$ cat config.mk
export PLATFORM = sky130hd
export DESIGN_NAME = cbw_top
export DESIGN_NICKNAME = d
export VERILOG_FILES = /design/src/core/cbw_pkg.sv /design/src/core/cbw_top.sv
export SDC_FILE = /design/constraint.sdc
export NUM_CORES = 1
export LEC_CHECK = 0
export ABC_AREA = 0
export BUFFER_PORTS_ARGS = -buffer_cell sky130_fd_sc_hd__buf_2
export CORE_ASPECT_RATIO = 1.2
export CORE_MARGIN = 4
export CORE_UTILIZATION = 45
export CTS_CLUSTER_SIZE = 40
export DETAILED_ROUTE_END_ITERATION = 16
export PLACE_DENSITY = 0.72
export SYNTH_ARGS = -nofsm -noshare
export SYNTH_HDL_FRONTEND = slang
export SYNTH_SLANG_ARGS = --single-unit
$ cat constraint.sdc
create_clock -name clk -period 2.68 [get_ports clk]
set_clock_uncertainty 0.2 [all_clocks]
set_input_delay 0.134 -clock clk [delete_from_list [all_inputs] [get_ports clk]]
set_output_delay 0.134 -clock clk [all_outputs]
set_load 0.03 [all_outputs]
$ cat src/core/cbw_pkg.sv
/*
 Package for the cache bus-watch control block: register offsets, control
 field layout, reset values, system tag codes, cycle-type decoding, carriers.
 Assumes a 32-bit AXI4-Lite register bus and one 50 MHz clock.
*/
// Behaviour
// - Own write to tag-6 page purges own hit lines and still writes with tag 6.
// - With cpu-write watch on, observed tag-6 bus write purges hit lines.
// - Slave I/O read issues ordinary memory read tagged 7, data may be dropped.
// - Slave I/O write is a memory write tagged 7, no own data driven.
// - On slave I/O write, direction turns to read right after address phase.
// - With any watch enabled, classify other masters' accesses by tag and cycle type.
// - Cpu-write watch: shared write hit updates single word, invalidates quadword.
// - I/O-write watch: cacheable write hit updates single word, invalidates quadword.
// - I/O-read watch: copy-back read miss or clean hit stays passive.
// - Dirty hit on such read suppresses memory and supplies cached data.
// - With clear-valid set, the supplying dirty line loses its valid flag.
// - Clear-valid is bit 8, reset clear; bits 7:6 and 31:9 read zero.
// - Unmapped tag: 0 private WT, 1 shared WT, 2 private CB, 3 noncacheable.
// - Unmapped addresses drive unmapped tag on tag 1:0, tag bit 2 zero, except supervisor ones up to 0x7FFF, which keep the page tag.
// - Bits 3,2,1 enable io-read, io-write, cpu-write watch; all set at reset; bit 3 has no effect unless DATA_SIDE is set.
// - Bit 0 enables prefetch, set at reset; data-side unit ignores it.
// - Flag-clear register bits 6..0 clear used, ref, dirty, uv, sv, lvx, lvw.
// - Page fault captures faulting virtual address in read-only fault register.
package cbw_pkg;
   // Register byte offsets
   localparam logic [7:0] OFF_SUP_PDB = 8'h00;
   localparam logic [7:0] OFF_USR_PDB = 8'h04;
   localparam logic [7:0] OFF_FAULT = 8'h08;
   localparam logic [7:0] OFF_CTRL = 8'h0C;
   localparam logic [7:0] OFF_FLAG_CLR = 8'h10;
   // Control register fields
   localparam int CTL_PREFETCH = 0;
   localparam int CTL_WATCH_CPU_WR = 1;
   localparam int CTL_WATCH_IO_WR = 2;
   localparam int CTL_WATCH_IO_RD = 3;
   localparam int CTL_UTAG_LO = 4;
   localparam int CTL_CLEAR_VALID = 8;
   localparam logic [8:0] CTL_WRITE_MASK = 9'h13F;
   localparam logic [8:0] CTL_RESET = 9'h03F;
   localparam logic [6:0] FLAG_CLR_MASK = 7'h7F;
   localparam logic [19:0] PDB_RESET = 20'h00000;
   // System tags
   localparam logic [2:0] TAG_PURGE = 3'h6;
   localparam logic [2:0] TAG_SLAVE_IO = 3'h7;
   localparam logic [1:0] UTAG_PRIV_WT = 2'h0;
   localparam logic [1:0] UTAG_SHARED_WT = 2'h1;
   localparam logic [1:0] UTAG_PRIV_CB = 2'h2;
   localparam logic [1:0] UTAG_NONCACHE = 2'h3;
   localparam logic [31:0] FIXED_TRANSLATION_BUFFER_LIMIT = 32'h00007FFF;
   // Cycle type decoding: [5] master is I/O, [4] write, [3] quadword
   localparam int CT_IO = 5;
   localparam int CT_WR = 4;
   localparam int CT_QUAD = 3;

   typedef enum logic [2:0] {
      CBW_IDLE = 3'b000,
      CBW_ADDR = 3'b001,
      CBW_DATA = 3'b010,
      CBW_DONE = 3'b011
   } cbw_bus_state_type;

   typedef enum logic [1:0] {
      CBW_ACT_NONE = 2'b00,
      CBW_ACT_UPDATE = 2'b01,
      CBW_ACT_INVALIDATE = 2'b10,
      CBW_ACT_SUPPLY = 2'b11
   } cbw_action_type;

   // Observed bus cycle from the snoop port
   typedef struct packed {
      logic valid;
      logic [2:0] tag;
      logic [5:0] cycle_type;
      logic hit;
      logic dirty;
   } cbw_snoop_type;

   // Local processor request
   typedef struct packed {
      logic valid;
      logic write;
      logic mapped;
      logic supervisor;
      logic [2:0] page_tag;
      logic [31:0] addr;
   } cbw_cpu_req_type;

   // Action to the cache array
   typedef struct packed {
      cbw_action_type act;
      logic clear_valid;
   } cbw_cache_cmd_type;
endpackage

$ cat src/core/cbw_top.sv
/*
 Cache bus-watch control: AXI4-Lite registers, own bus cycle tagging,
 slave I/O direction control and snoop classification.
 Assumes synchronous snoop and cpu inputs on clk; bus pins pre-synchronised
 except bus_ready_input, which is synchronised here.
*/
`timescale 1ns/1ps
`default_nettype none
module cbw_top
   import cbw_pkg::*;
#(
   parameter bit DATA_SIDE = 1'b1
) (
   // Clock and reset
   input wire logic clk,
   input wire logic rst_b,
   // AXI4-Lite slave
   input wire logic [7:0] s_axi_awaddr,
   input wire logic s_axi_awvalid,
   output logic s_axi_awready,
   input wire logic [31:0] s_axi_wdata,
   input wire logic [3:0] s_axi_wstrb,
   input wire logic s_axi_wvalid,
   output logic s_axi_wready,
   output logic [1:0] s_axi_bresp,
   output logic s_axi_bvalid,
   input wire logic s_axi_bready,
   input wire logic [7:0] s_axi_araddr,
   input wire logic s_axi_arvalid,
   output logic s_axi_arready,
   output logic [31:0] s_axi_rdata,
   output logic [1:0] s_axi_rresp,
   output logic s_axi_rvalid,
   input wire logic s_axi_rready,
   // Local processor side
   input wire cbw_cpu_req_type cpu_req,
   output logic cpu_busy,
   input wire logic page_fault,
   input wire logic [31:0] fault_vaddr,
   // System bus
   output logic [2:0] system_tag_lines,
   output logic bus_request,
   output logic bus_write,
   output logic bus_dir_read,
   output logic bus_data_oe,
   input wire logic bus_ready_input,
   // Snoop
   input wire cbw_snoop_type snoop,
   output logic memory_inhibit,
   output cbw_cache_cmd_type cache_cmd,
   // Own-cycle purge of own hit lines
   output logic own_purge,
   // Control outputs
   output logic prefetch_enable,
   output logic [6:0] flag_clear,
   output logic [19:0] sup_pdb,
   output logic [19:0] usr_pdb
);

   //----------------------------------------------------------------
   // State
   //----------------------------------------------------------------
   typedef struct packed {
      logic aw_hold;
      logic [7:0] aw_addr;
      logic w_hold;
      logic [31:0] w_data;
      logic [3:0] w_strb;
      logic bvalid;
      logic rvalid;
      logic [31:0] rdata;
      logic [1:0] bresp;
      logic [1:0] rresp;
      logic [19:0] sup_pdb;
      logic [19:0] usr_pdb;
      logic [31:0] fault_address;
      logic [8:0] ctrl;
      logic [6:0] flag_clear;
      cbw_bus_state_type bstate;
      logic [2:0] tag;
      logic wr;
      logic slave_io;
      logic dir_read;
      logic data_oe;
      logic purge;
      logic rdy_s1;
      logic rdy_s2;
      cbw_cache_cmd_type cmd;
      logic inhibit;
   } cbw_state_type;

   cbw_state_type st_ff;
   cbw_state_type nxt_st;

   function automatic logic [31:0] merge_strb(input logic [31:0] old,
         input logic [31:0] nw, input logic [3:0] strb);
      logic [31:0] r;
      r = old;
      for (int i = 0; i < 4; i++) begin
         if (strb[i]) begin
            r[i*8 +: 8] = nw[i*8 +: 8];
         end
      end
      return r;
   endfunction

   function automatic logic known_offset(input logic [7:0] a);
      return a == OFF_SUP_PDB || a == OFF_USR_PDB || a == OFF_FAULT ||
         a == OFF_CTRL || a == OFF_FLAG_CLR;
   endfunction

   logic wr_fire;
   logic rd_fire;
   logic [7:0] wa;
   logic [31:0] wd;
   logic [31:0] merged;
   logic [2:0] own_tag;
   logic unmapped;
   cbw_action_type act;
   logic watch_cpu;
   logic watch_io_wr;
   logic watch_io_rd;

   always_comb begin
      nxt_st = st_ff;
      wa = 8'h00;
      wd = 32'h00000000;
      merged = 32'h00000000;
      own_tag = 3'h0;
      unmapped = 1'b0;
      act = CBW_ACT_NONE;
      watch_cpu = st_ff.ctrl[CTL_WATCH_CPU_WR];
      watch_io_wr = st_ff.ctrl[CTL_WATCH_IO_WR];
      watch_io_rd = st_ff.ctrl[CTL_WATCH_IO_RD] & DATA_SIDE;

      //----------------------------------------------------------------
      // AXI4-Lite write
      //----------------------------------------------------------------
      nxt_st.flag_clear = 7'h00;
      if (s_axi_awvalid && !st_ff.aw_hold) begin
         nxt_st.aw_hold = 1'b1;
         nxt_st.aw_addr = s_axi_awaddr;
      end
      if (s_axi_wvalid && !st_ff.w_hold) begin
         nxt_st.w_hold = 1'b1;
         nxt_st.w_data = s_axi_wdata;
         nxt_st.w_strb = s_axi_wstrb;
      end
      wr_fire = st_ff.aw_hold && st_ff.w_hold && !st_ff.bvalid;
      wa = {st_ff.aw_addr[7:2], 2'b00};
      wd = st_ff.w_data;
      if (wr_fire) begin
         nxt_st.aw_hold = 1'b0;
         nxt_st.w_hold = 1'b0;
         nxt_st.bvalid = 1'b1;
         nxt_st.bresp = known_offset(wa) && wa != OFF_FAULT ? 2'b00 : 2'b10;
         case (wa)
            OFF_SUP_PDB: begin
               merged = merge_strb({12'h000, st_ff.sup_pdb}, wd, st_ff.w_strb);
               nxt_st.sup_pdb = merged[19:0];
            end
            OFF_USR_PDB: begin
               merged = merge_strb({12'h000, st_ff.usr_pdb}, wd, st_ff.w_strb);
               nxt_st.usr_pdb = merged[19:0];
            end
            OFF_CTRL: begin
               merged = merge_strb({23'h000000, st_ff.ctrl}, wd, st_ff.w_strb);
               nxt_st.ctrl = merged[8:0] & CTL_WRITE_MASK;
            end
            OFF_FLAG_CLR: begin
               if (st_ff.w_strb[0]) begin
                  nxt_st.flag_clear = wd[6:0] & FLAG_CLR_MASK;
               end
            end
            default: begin
            end
         endcase
      end
      if (st_ff.bvalid && s_axi_bready) begin
         nxt_st.bvalid = 1'b0;
      end

      //----------------------------------------------------------------
      // AXI4-Lite read
      //----------------------------------------------------------------
      rd_fire = s_axi_arvalid && !st_ff.rvalid;
      if (rd_fire) begin
         nxt_st.rvalid = 1'b1;
         nxt_st.rresp = known_offset({s_axi_araddr[7:2], 2'b00}) ? 2'b00 : 2'b10;
         case ({s_axi_araddr[7:2], 2'b00})
            OFF_SUP_PDB: nxt_st.rdata = {12'h000, st_ff.sup_pdb};
            OFF_USR_PDB: nxt_st.rdata = {12'h000, st_ff.usr_pdb};
            OFF_FAULT: nxt_st.rdata = st_ff.fault_address;
            OFF_CTRL: nxt_st.rdata = {23'h000000, st_ff.ctrl};
            default: nxt_st.rdata = 32'h00000000;
         endcase
      end else if (st_ff.rvalid && s_axi_rready) begin
         nxt_st.rvalid = 1'b0;
      end

      //----------------------------------------------------------------
      // Fault capture
      //----------------------------------------------------------------
      if (page_fault) begin
         nxt_st.fault_address = fault_vaddr;
      end

      //----------------------------------------------------------------
      // Own bus cycle
      //----------------------------------------------------------------
      unmapped = !cpu_req.mapped &&
         !(cpu_req.supervisor && cpu_req.addr <= FIXED_TRANSLATION_BUFFER_LIMIT);
      own_tag = unmapped ? {1'b0, st_ff.ctrl[CTL_UTAG_LO +: 2]} :
         cpu_req.page_tag;
      nxt_st.rdy_s1 = bus_ready_input;
      nxt_st.rdy_s2 = st_ff.rdy_s1;
      nxt_st.purge = 1'b0;
      case (st_ff.bstate)
         CBW_IDLE: begin
            if (cpu_req.valid) begin
               nxt_st.bstate = CBW_ADDR;
               nxt_st.tag = own_tag;
               nxt_st.wr = cpu_req.write;
               nxt_st.slave_io = own_tag == TAG_SLAVE_IO;
               nxt_st.dir_read = !cpu_req.write;
               nxt_st.data_oe = 1'b0;
               nxt_st.purge = cpu_req.write && own_tag == TAG_PURGE;
            end
         end
         CBW_ADDR: begin
            nxt_st.bstate = CBW_DATA;
            if (st_ff.wr && st_ff.slave_io) begin
               nxt_st.dir_read = 1'b1;
               nxt_st.data_oe = 1'b0;
            end else begin
               nxt_st.data_oe = st_ff.wr;
            end
         end
         CBW_DATA: begin
            if (st_ff.rdy_s2) begin
               nxt_st.bstate = CBW_DONE;
               nxt_st.data_oe = 1'b0;
            end
         end
         CBW_DONE: begin
            nxt_st.bstate = CBW_IDLE;
            nxt_st.dir_read = 1'b0;
         end
         default: begin
            nxt_st.bstate = CBW_IDLE;
         end
      endcase

      //----------------------------------------------------------------
      // Bus watch classification
      //----------------------------------------------------------------
      if (snoop.valid && snoop.hit) begin
         if (snoop.cycle_type[CT_WR]) begin
            if (watch_cpu && snoop.tag == TAG_PURGE) begin
               act = CBW_ACT_INVALIDATE;
            end else if (!snoop.cycle_type[CT_IO] && watch_cpu &&
                  snoop.tag == {1'b0, UTAG_SHARED_WT}) begin
               act = snoop.cycle_type[CT_QUAD] ? CBW_ACT_INVALIDATE :
                  CBW_ACT_UPDATE;
            end else if (snoop.cycle_type[CT_IO] && watch_io_wr &&
                  snoop.tag != {1'b0, UTAG_NONCACHE} && !snoop.tag[2]) begin
               act = snoop.cycle_type[CT_QUAD] ? CBW_ACT_INVALIDATE :
                  CBW_ACT_UPDATE;
            end
         end else if (snoop.cycle_type[CT_IO] && watch_io_rd &&
               snoop.tag == {1'b0, UTAG_PRIV_CB} && snoop.dirty) begin
            act = CBW_ACT_SUPPLY;
         end
      end
      nxt_st.cmd.act = act;
      nxt_st.cmd.clear_valid = act == CBW_ACT_SUPPLY &&
         st_ff.ctrl[CTL_CLEAR_VALID];
      nxt_st.inhibit = act == CBW_ACT_SUPPLY;
   end

   always_ff @(posedge clk or negedge rst_b) begin
      if (!rst_b) begin
         st_ff <= '{
            bstate: CBW_IDLE,
            cmd: '{act: CBW_ACT_NONE, clear_valid: 1'b0},
            sup_pdb: PDB_RESET,
            usr_pdb: PDB_RESET,
            ctrl: CTL_RESET,
            default: '0
         };
      end else begin
         st_ff <= nxt_st;
      end
   end

   //----------------------------------------------------------------
   // Outputs
   //----------------------------------------------------------------
   assign s_axi_awready = !st_ff.aw_hold;
   assign s_axi_wready = !st_ff.w_hold;
   assign s_axi_bvalid = st_ff.bvalid;
   assign s_axi_bresp = st_ff.bresp;
   assign s_axi_arready = !st_ff.rvalid;
   assign s_axi_rvalid = st_ff.rvalid;
   assign s_axi_rdata = st_ff.rdata;
   assign s_axi_rresp = st_ff.rresp;
   assign cpu_busy = st_ff.bstate != CBW_IDLE;
   assign system_tag_lines = st_ff.tag;
   assign bus_request = st_ff.bstate == CBW_ADDR || st_ff.bstate == CBW_DATA;
   assign bus_write = st_ff.wr && bus_request;
   assign bus_dir_read = st_ff.dir_read;
   assign bus_data_oe = st_ff.data_oe;
   assign memory_inhibit = st_ff.inhibit;
   assign cache_cmd = st_ff.cmd;
   assign own_purge = st_ff.purge;
   assign prefetch_enable = st_ff.ctrl[CTL_PREFETCH] & !DATA_SIDE;
   assign flag_clear = st_ff.flag_clear;
   assign sup_pdb = st_ff.sup_pdb;
   assign usr_pdb = st_ff.usr_pdb;
endmodule // cbw_top
`default_nettype wire

[Word-level counts from Yosys, hierarchy flattened]
Cells that the tools add are included.
Widths: inputs -> output; s select.
Operators by class
  add/subtract/negate cells: 0
  muxes and demuxes: 31
  shift-type cells: 0
  bitwise operators: 0
  multipliers: 0
  equal/unequal tests: 22
  reductions and logical operators: 64
  order comparisons: 1
  div/mod/pow operators: 0
Operator list (number)
  $pmux 32 s4: 1
  $mux 37: 1
  $le 32x15->1 const B: 1
  $reduce_and 3->1: 10
  $eq 6x2->1 const B: 4
  $logic_and 1x1->1: 24
  $mux 7: 3
  $mux 2: 9
  $eq 6x1->1 const B: 2
  $eq 6x3->1 const B: 2
  $logic_not 6->1: 2
  $mux 11: 1
  $mux 1: 10
  $eq 3x2->1 const B: 3
  $eq 3x3->1 const B: 3
  $logic_not 1->1: 9
  $logic_or 1x1->1: 9
  $mux 9: 1
  $pmux 3 s3: 1
  $reduce_bool 3->1: 3
  $reduce_bool 2->1: 4
  $eq 3x1->1 const B: 2
  $mux 3: 2
  $ne 2x2->1 const B: 3
  other kinds (6): 8
Storage, ports and cells
  latch bits: 0
  output and inout port bits: 102
  bits in writable memories: 0
  memories kept: 0
  input bits: 144
  memory bits (read-only): 0
  register bits: 187

[Logic depth before layout (Yosys ltp)]
Gate-level depths: netlist of the first run.
  depth in word-level cells: 10
  gate-level depth with buffers: 6
  gate-level depth less buffers: 6

[Worst setup path after synthesis of the first run]
Ideal clock, no wire load.
  path kind: register to register
  from: reg st_ff[184] in the netlist's numbering
  to: reg st_ff, in the netlist usr_pdb[16]
  period minus slack after synthesis: 2.050 ns
  data arrival time: 1.725 ns
  path slack: 0.630 ns
  stages on the path, launching flop included: 6
  path buffers: 1
  cells stage by stage: dfrtp_1 or4_4 nor3_4 and3_1 buf_2 mux2_2
On the way
  longest elaborated chain between the ends: 2
RTL lines
  start: declaration: RTL line cbw_top.sv:92  | cbw_state_type st_ff;
  start signal: assignment: RTL line cbw_top.sv:283  | st_ff <= '{
  start signal: assignment: RTL line cbw_top.sv:292  | st_ff <= nxt_st;
  $eq 6x1->1
  $reduce_and 3->1 (no source line)
Every way passes these cells.
A chain may end at the register's enable or synchronous reset.

[Final worst setup path of the first run]
  from: in snoop[9] in the netlist's numbering
  to: reg st_ff, in the netlist cache_cmd[2]
On the way
  longest elaborated chain between the ends: 8
  elaborated cells on any way between the ends: 16
  classes of those cells: eq/ne: 4; mux: 6; reduce/logical: 6
RTL lines
  start: declaration: RTL line cbw_top.sv:48  | input wire cbw_snoop_type snoop,
  $ne 3x2->1: RTL line cbw_top.sv:266  | snoop.tag != {1'b0, UTAG_NONCACHE} && !snoop.tag[2]) begin
  $logic_and 1x1->1: RTL line cbw_top.sv:265  | end else if (snoop.cycle_type[CT_IO] && watch_io_wr &&
  $logic_and 1x1->1: RTL line cbw_top.sv:266
  $mux 2: RTL line cbw_top.sv:265
  $mux 2: RTL line cbw_top.sv:261  | end else if (!snoop.cycle_type[CT_IO] && watch_cpu &&
  $mux 2: RTL line cbw_top.sv:259  | if (watch_cpu && snoop.tag == TAG_PURGE) begin
  $mux 2 *: RTL line cbw_top.sv:258  | if (snoop.cycle_type[CT_WR]) begin
  $mux 2 *: RTL line cbw_top.sv:257  | if (snoop.valid && snoop.hit) begin
  net act[1]: RTL line cbw_top.sv:119  | cbw_action_type act;
The timed path passes the listed nets; every way through them passes the cells marked *.

==> results of run 1 <==
-- layout make-up --
cell class	count	area (µm²)	share of cell area
Clock buffer	23	458	0.0472
Timing Repair Buffer	305	2030	0.209
Clock inverter	7	72.6	0.00748
Tap cell	212	265	0.0273
Sequential cell	169	4240	0.436
Inverter	11	41.3	0.00425
Multi-Input combinational cell	296	2610	0.269
-- worst max-delay path, cell delays in order --
cell and delay, ps:
dlygate4sd3_1 510, buf_2 120, nor4bb_1 250, a31o_2 210, nand3_1 110, dlygate4sd3_1 630
a31oi_1 160, dlygate4sd3_1 560
-- synth_stat cells (all sizes together), types with 2 or more instances --
library cell    n
a22o           32
nor2           10
or3             2
nor4            3
nand3          11
nand3b          2
inv            11
and2            9
nand2b          5
ha              4
a21oi           5
nor3b           2
nor3            9
nand2          24
dfstp           6
nor2b           3
dfrtp         163
clkbuf         14
o311a           2
mux2i          14
a31oi           2
mux2          108
buf            99
mux4            7
o21ai          25
-- logic make-up after synthesis --
group,share of synthesized area
muxes,0.198
other,0.000491
AOI/OAI and AO/OA,0.0682
adders and majority gates,0.00655
DFF,0.555
buffers and inverters,0.106
and+or+nand+nor,0.0659
-- report_power, final --
part           internal [mW]  switching (mW)
sequential              3.19           0.528
combinational           1.08            1.45
clock                   1.29           0.942
total                   5.56            2.92
-- state kept, by name, summed over array words and instances, names as in the netlist, 3 cells and up --
signal / count
usr_pdb: 20
sup_pdb: 20
s_axi_rdata: 32
st_ff: 55
flag_clear: 7
cache_cmd: 3
wd: 20
system_tag_lines: 3
-- metrics by stage --
stage	power [mW]	util	instances
after floorplan	5.68	-	589
final	8.48	0.590	1023
after global routing	8.96	0.590	1023
after CTS	8.59	0.590	1023
after global placement	6.06	0.503	904
after detailed placement	6.20	0.503	904
-- per-layer routing --
layer  part of all wire  global-route usage  up-vias
li1                   -                   -     2409
met1               0.42               0.248     2645
met2               0.51               0.348      150
met3              0.043              0.0444       34
met4              0.026              0.0778        0
met5                  0                   0        -
-- timing repair --
action                                  in CTS  in global routing
endpoints found under the setup margin       0                  0
hold endpoints to repair                   178                  0
hold buffers                                89                  0
-- final timing paths --
path	start	to	slack, ps
max in group asynchronous	rst_b	sup_pdb[11]$_DFFE_PN0P_	1380
max reg2reg	st_ff[27]$_DFFE_PN1P_	cache_cmd[2]$_DFF_PN0_	250
min reg2reg	nxt_st[4]$_DFF_PN0_	st_ff[4]$_DFF_PN0_	150
max	snoop[9]	cache_cmd[2]$_DFF_PN0_	160
min in group clk	cpu_req[21]	system_tag_lines[2]$_DFFE_PN0P_	50
min	rst_b	s_axi_bvalid$_DFFE_PN0P_	40
==> results.md, run 1 <==
- The flow ran to the end, and the final reports show no timing, DRC or antenna violations.
- In the finished design, the share of the clock period the worst path needs comes to 0.940.
- The highest achievable clock rate is approximately 400 MHz.
- The share of final-layout standard cells stronger than drive strength 1 is 0.461.
- The pin count of the biggest net entering global routing is a little under 60.
- The clock root buffer is clkbuf_16.
- The number of warnings issued by yosys is 0.
- The post-cts sizing count is 0.
- The aggregate global-route resource usage is 0.202.
- For this block, the routed nets add up to 18600 µm of wire.
- The number of global-route vias before repair is roughly 5800.
- The most common library cell in the layout ignoring fill and taps is buf_2.
- The via-per-instance ratio is slightly above 5.
- The finished layout cell area is about 9700 µm².
- The CTS H-tree depth is 4.
- Of all cell types, the one taking the most synthesized area is dfrtp_1.
- The total via count in the routed design is about 5200.
- The static power due to leakage is 4.82 nW.
- The count of pins over their slew limit is 0.
- For the worst setup path, the data required time is between 2000 and 3000 ps.
- The number of antenna violations at the first check in global routing is 0.
- The routability congestion estimate from global placement is 0.864.
- Setup repair after global routing left no endpoint under its margin.
- The share of flip-flops with an asynchronous set or reset after synthesis is 1.00.
- Headroom to the max-slew limit came out at 0.159.
- The cell area after technology mapping is ~7600 µm².
- The layout has around 1300 filler cells.
- In this run the count of I/O pins placed on the die edge is ~250.
- The count of cells along the worst register-to-register path is 5.
- The number of standard cells after synthesis is about 590.
- The slack of the critical path is about 160 ps.
- Clock tree synthesis inserted a total of 17 buffers.
- The category of the critical setup timing path is in2reg.
- The area of placed instances is between 8000 and 9000 µm².
- The floorplan die area is roughly 19000 µm².
- After clock tree synthesis, the setup repair step added 0 buffers.
- Counting flops and latches in the post-synthesis netlist gives 169.
- The shortest clock period the worst path allows after layout is around 2500 ps.
- The area added between synthesis and finish is 27.1%.
- The detailed router's first-iteration violation count is roughly 250.
- The critical path data arrival time is roughly 2700 ps.
- For this run, design rule violations remaining after detail routing come to 0.
- The die is about 150 µm tall.
- At the pin with the least slew margin, the transition time is ~1300 ps.
- The detailed-router iteration count before antenna repair is 4.
- The number of max-cap violations is 0.
- The tightest min-delay check is of the in2async type.
- The synthesized area divided by synthesized cell count is 13.0 µm².
- The kind of start point of the critical path is an input port.
- The number of buffers between clock root and the deepest sink is 2.
- The clock latency reported for the late side of the worst-skew pair is approximately 420 ps.
- Yosys attributes the largest share of cell area to dfrtp_1 53%, mux2_2 16%, buf_4 8.8%, a22o_1 3.7%, dfstp_2 2.1%.
- The region available for standard cell placement spans 16500 µm².
- The floorplan has 51 rows.
- The setup slack after placement is roughly 420 ps.
- The share of synthesized area in the top cell type comes to 0.534.
- On the final layout, the worst hold slack is ~42 ps.
- The total power divided by cell area is between 800 and 900 nW/µm².
- Detailed placement finished with a half-perimeter wire length of ~13000 µm.
- In the final routed layout, each cell accounts on average for roughly 18 µm.
- The post-synthesis cell type count is 46.
- The count of final hold-check violations was 0.
- Setup violations remaining at the end of the flow were counted as 0.
- The total grt overflow is 0.
- STA classifies the critical path endpoint as a flip-flop.
- The portion of the post-synthesis area used by sequential elements is 0.555.
- The number of port buffers is just over 200.
- The CTS tree is yes.
- For this run, the leading register cell type out of synthesis is dfrtp_1.
- The first-pass GRT wire length is ~30000 µm.
- In the layout the commonest cells are 206 x buf_2, 163 x dfrtp_1, 107 x mux2_2, 89 x dlygate4sd3_1, 32 x a22o_1.
- The tree built by TritonCTS fans out to 169 sinks.
- Adding up every negative setup slack in the final design gives 0 ps.
- The starting density of the core is 0.464.
- After the last flow step, the layout net total stands at around 950.
- The count of flip-flops with a built-in enable after synthesis is 0.
- The maximum fanout along the worst path is 3.
- The remaining antenna violation count after routing is 0.
- The peak supply drop is 0.450 mV.
- The floorplan step set the die width to ~130 µm.
- After clock tree synthesis, the clock-pin slew on the worst setup and hold paths is approximately 60 ps.
- The diode insertion count for antenna repair is 0.
Power figures use the tool's default switching activity.
==> run 2, diff against run 1 <==
- CTS_CLUSTER_DIAMETER: default -> 150
- PLACE_DENSITY: 0.72 -> 0.71
==> run 2 against run 1 <==
Compared with the run above:
- design area increased by 1.1%
- via count increased by 0.17%
- sequential cell count unchanged
- global-route usage about the same
- core utilization increased by 0.68 points
- final cell count increased by 0.29%
- worst setup slack improved by 25 ps
- critical endpoint unchanged
- worst hold slack got worse by 13 ps
- power increased by 3.9%
- register-to-register slack about the same
- maximum frequency increased by 1.0%
- clock-buffer cell count decreased by 1
==> results.md, run 2 (same netlist as run 1, synthesis figures left out) <==
- The number of antenna violations at the first check in global routing was 0.
- The number of max-cap violations is 0.
- In this run the cell area measured after placement is between 8000 and 9000 µm².
- The worst path required time is about 2800 ps.
- The final sum of negative setup slack is 0 ps.
- The multi-input combinational cells in the finished layout cover a total of between 2000 and 3000 µm².
- In this design, the critical path's most frequently occurring cell is dlygate4sd3_1.
- The critical path data arrival time is between 2000 and 3000 ps.
- On the worst path, the slowest cell contributes a delay of 610 ps.
- Across all layers, the routed design uses between 5000 and 6000 vias.
- Row generation in the floorplan step produced 51 rows.
- The number of global-route vias before repair is ~6000.
- In the final layout, the share of cells above drive strength 1 is 0.466.
- For this run, the total global-route usage over all layers was measured as 0.202.
- Detailed placement ended at an HPWL of about 13000 µm.
- The flow ran to the end, and the final reports show no timing, DRC or antenna violations.
- In this run the remaining antenna-violating nets after routing total 0.
- The tightest slew margin relative to the limit is 0.179.
- The die is around 130 µm wide.
- The number of remaining DRC errors is 0.
- Entering global routing, the biggest net connects 81 pins.
- After clock tree synthesis, the clock-pin slew on the worst setup and hold paths is about 70 ps.
- For this block, the initial DRC count from the detailed router was between 200 and 250.
- The kind of capture point of the worst setup path is a flip-flop.
- The number of flip-flops in the largest register is between 50 and 60.
- The analysis attributes to cell leakage a power of between 4 and 5 nW.
- Setup violations remaining at the end of the flow were counted as 0.
- The average wire length per cell after detail routing is 18.1 µm.
- The CTS H-tree depth is 4.
- Across the VDD grid, the largest voltage drop is between 0.5 and 0.6 mV.
- The finished layout cell area is about 9800 µm².
- The number of port buffers is between 200 and 250.
- The clock latency reported for the late side of the worst-skew pair is between 400 and 500 ps.
- The setup path with the least slack is of type in2reg.
- The kind of start point of the critical path is an input port.
- The highest achievable clock rate is about 400 MHz.
- The congestion estimate from routability-driven global placement came to 0.863.
- The shortest clock period the worst path allows after layout is roughly 2500 ps.
- After detailed routing, the number of vias per cell comes to 5.11.
- The library cell used most frequently in the layout, excluding fill and tap cells, is buf_2.
- The number of buffers between clock root and the deepest sink is 2.
- The floorplan die height is 151 µm.
- The kind of path behind the tightest hold check is in2reg.
- The clock buffer count from CTS is 17.
- Dividing total power by cell area gives a power density of roughly 900 nW/µm².
- Counting flops per register, the top entry is st_ff.
- The met2 wire length is slightly below 10000 µm.
- The detailed-routed wire length on met3 is around 940 µm.
- Buffers added to address setup during post-CTS repair amount to 0.
- The count of final hold-check violations is 0.
- Walking the worst path, the cells encountered are dlygate4sd3_1 > buf_2 > nor4bb_1 > a31o_2 > nand3_1 > dlygate4sd3_1 > a31oi_1 > dlygate4sd3_1.
- TritonCTS built the clock tree.
- CTS placed an instance of clkbuf_16 at the clock tree root.
- The maximum fanout along the worst path is 3.
- The floorplan die area is roughly 19000 µm².
- The area added between synthesis and finish is 28.6%.
- The library cells used most frequently in the layout, excluding fill and tap cells, are 206 x buf_2, 163 x dfrtp_1, 107 x mux2_2, 90 x dlygate4sd3_1, 32 x a22o_1.
- The initial utilization of the core area, before any placement, comes to 0.464.
- The first global-routing pass estimated 30200 µm of wire.
- The slew at the pin with the worst max-slew slack is 1230 ps.
- The met1 routed wirelength after detailed routing is 7510 µm.
- After the last flow step, the layout net total stands at approximately 950.
- The total grt overflow is 0.
- The highest-delay cell along the critical path is dlygate4sd3_1.
- The area occupied by registers is between 4000 and 5000 µm².
- The number of fill cells is 1294.
- The wire length after detailed routing is roughly 19000 µm.
- On the final layout, the worst hold slack is just under 30 ps.
- Of the available clock period, the critical path in the final layout requires 0.931.
- During I/O placement, the number of pins put on the boundary was 246.
- The area of the placeable core is ~16000 µm².
- The detailed-router iteration count before antenna repair is 4.
- Setup repair after global routing left no endpoint under its margin.
- Clock tree synthesis found a total of between 150 and 200 sinks.
- After detailed routing, no signal wire sits above met4.
- The count of pins over their slew limit came to 0.
==> run 2: cell count changes in the layout (fill, tap and decap cells not counted), sizes merged <==
cell         before  now
clkbuf           23   22
inv              11   12
clkinv            4    6
buf             216  215
bufinv            1    3
clkinvlp          2    0
dlygate4sd3      89   90
diode             0    1
==> run 2: cell type report <==
type,instances,area share
tap,212,0.0270
inverter,11,0.00420
antenna,1,0.000255
multi-input combinational,296,0.266
sequential,169,0.431
clock inverter,10,0.0143
clock buffer,22,0.0493
timing repair buffer,305,0.208
==> run 2: worst paths after layout <==
path	startpoint	to	slack, ps	depth (start not counted)
worst max register to register	st_ff[27]$_DFFE_PN1P_	cache_cmd[2]$_DFF_PN0_	260	5
worst min-delay path	cpu_req[27]	system_tag_lines[2]$_DFFE_PN0P_	30	5
worst max-delay path	snoop[9]	cache_cmd[2]$_DFF_PN0_	180	8
max in group asynchronous	rst_b	st_ff[27]$_DFFE_PN1P_	1360	3
min in group asynchronous	rst_b	sup_pdb[6]$_DFFE_PN0P_	100	2
worst min register to register	nxt_st[4]$_DFF_PN0_	st_ff[4]$_DFF_PN0_	150	0
==> run 2: timing repair <==
item | 4_1_cts | 5_1_grt
hold buffers | 90 | 0
resized for setup | 0 | 0
endpoints found under the hold margin | 151 | 0
==> run 2: worst max-delay path, delay by kind of cell <==
family | cells | cell delay (ps)
and+or+nand+nor | 2 | 350
AOI/OAI and AO/OA | 2 | 350
buffers and inverters | 4 | 1820
==> run 2: stage by stage <==
stage                     setup WS, ps   util  instances  total power [mW]
after floorplan                    630      -        589              5.68
after global placement             413  0.504        903              6.07
after detailed placement           357  0.504        903              6.20
after CTS                          212  0.596       1025              8.90
after global routing              81.5  0.596       1025              9.29
final                              185  0.596       1026              8.82
==> run 2: power by group <==
| part | internal, mW | switching, mW |
|---|---|---|
| registers | 3.19 | 0.533 |
| clock network | 1.57 | 0.989 |
| logic | 1.08 | 1.46 |
| total | 5.84 | 2.98 |
==> run 2: layer usage <==
metal / vias up / GRT usage
met5: - / 0
met1: 2651 / 0.242
met3: 25 / 0.0444
met4: 0 / 0.0724
met2: 160 / 0.359
li1: 2411 / -
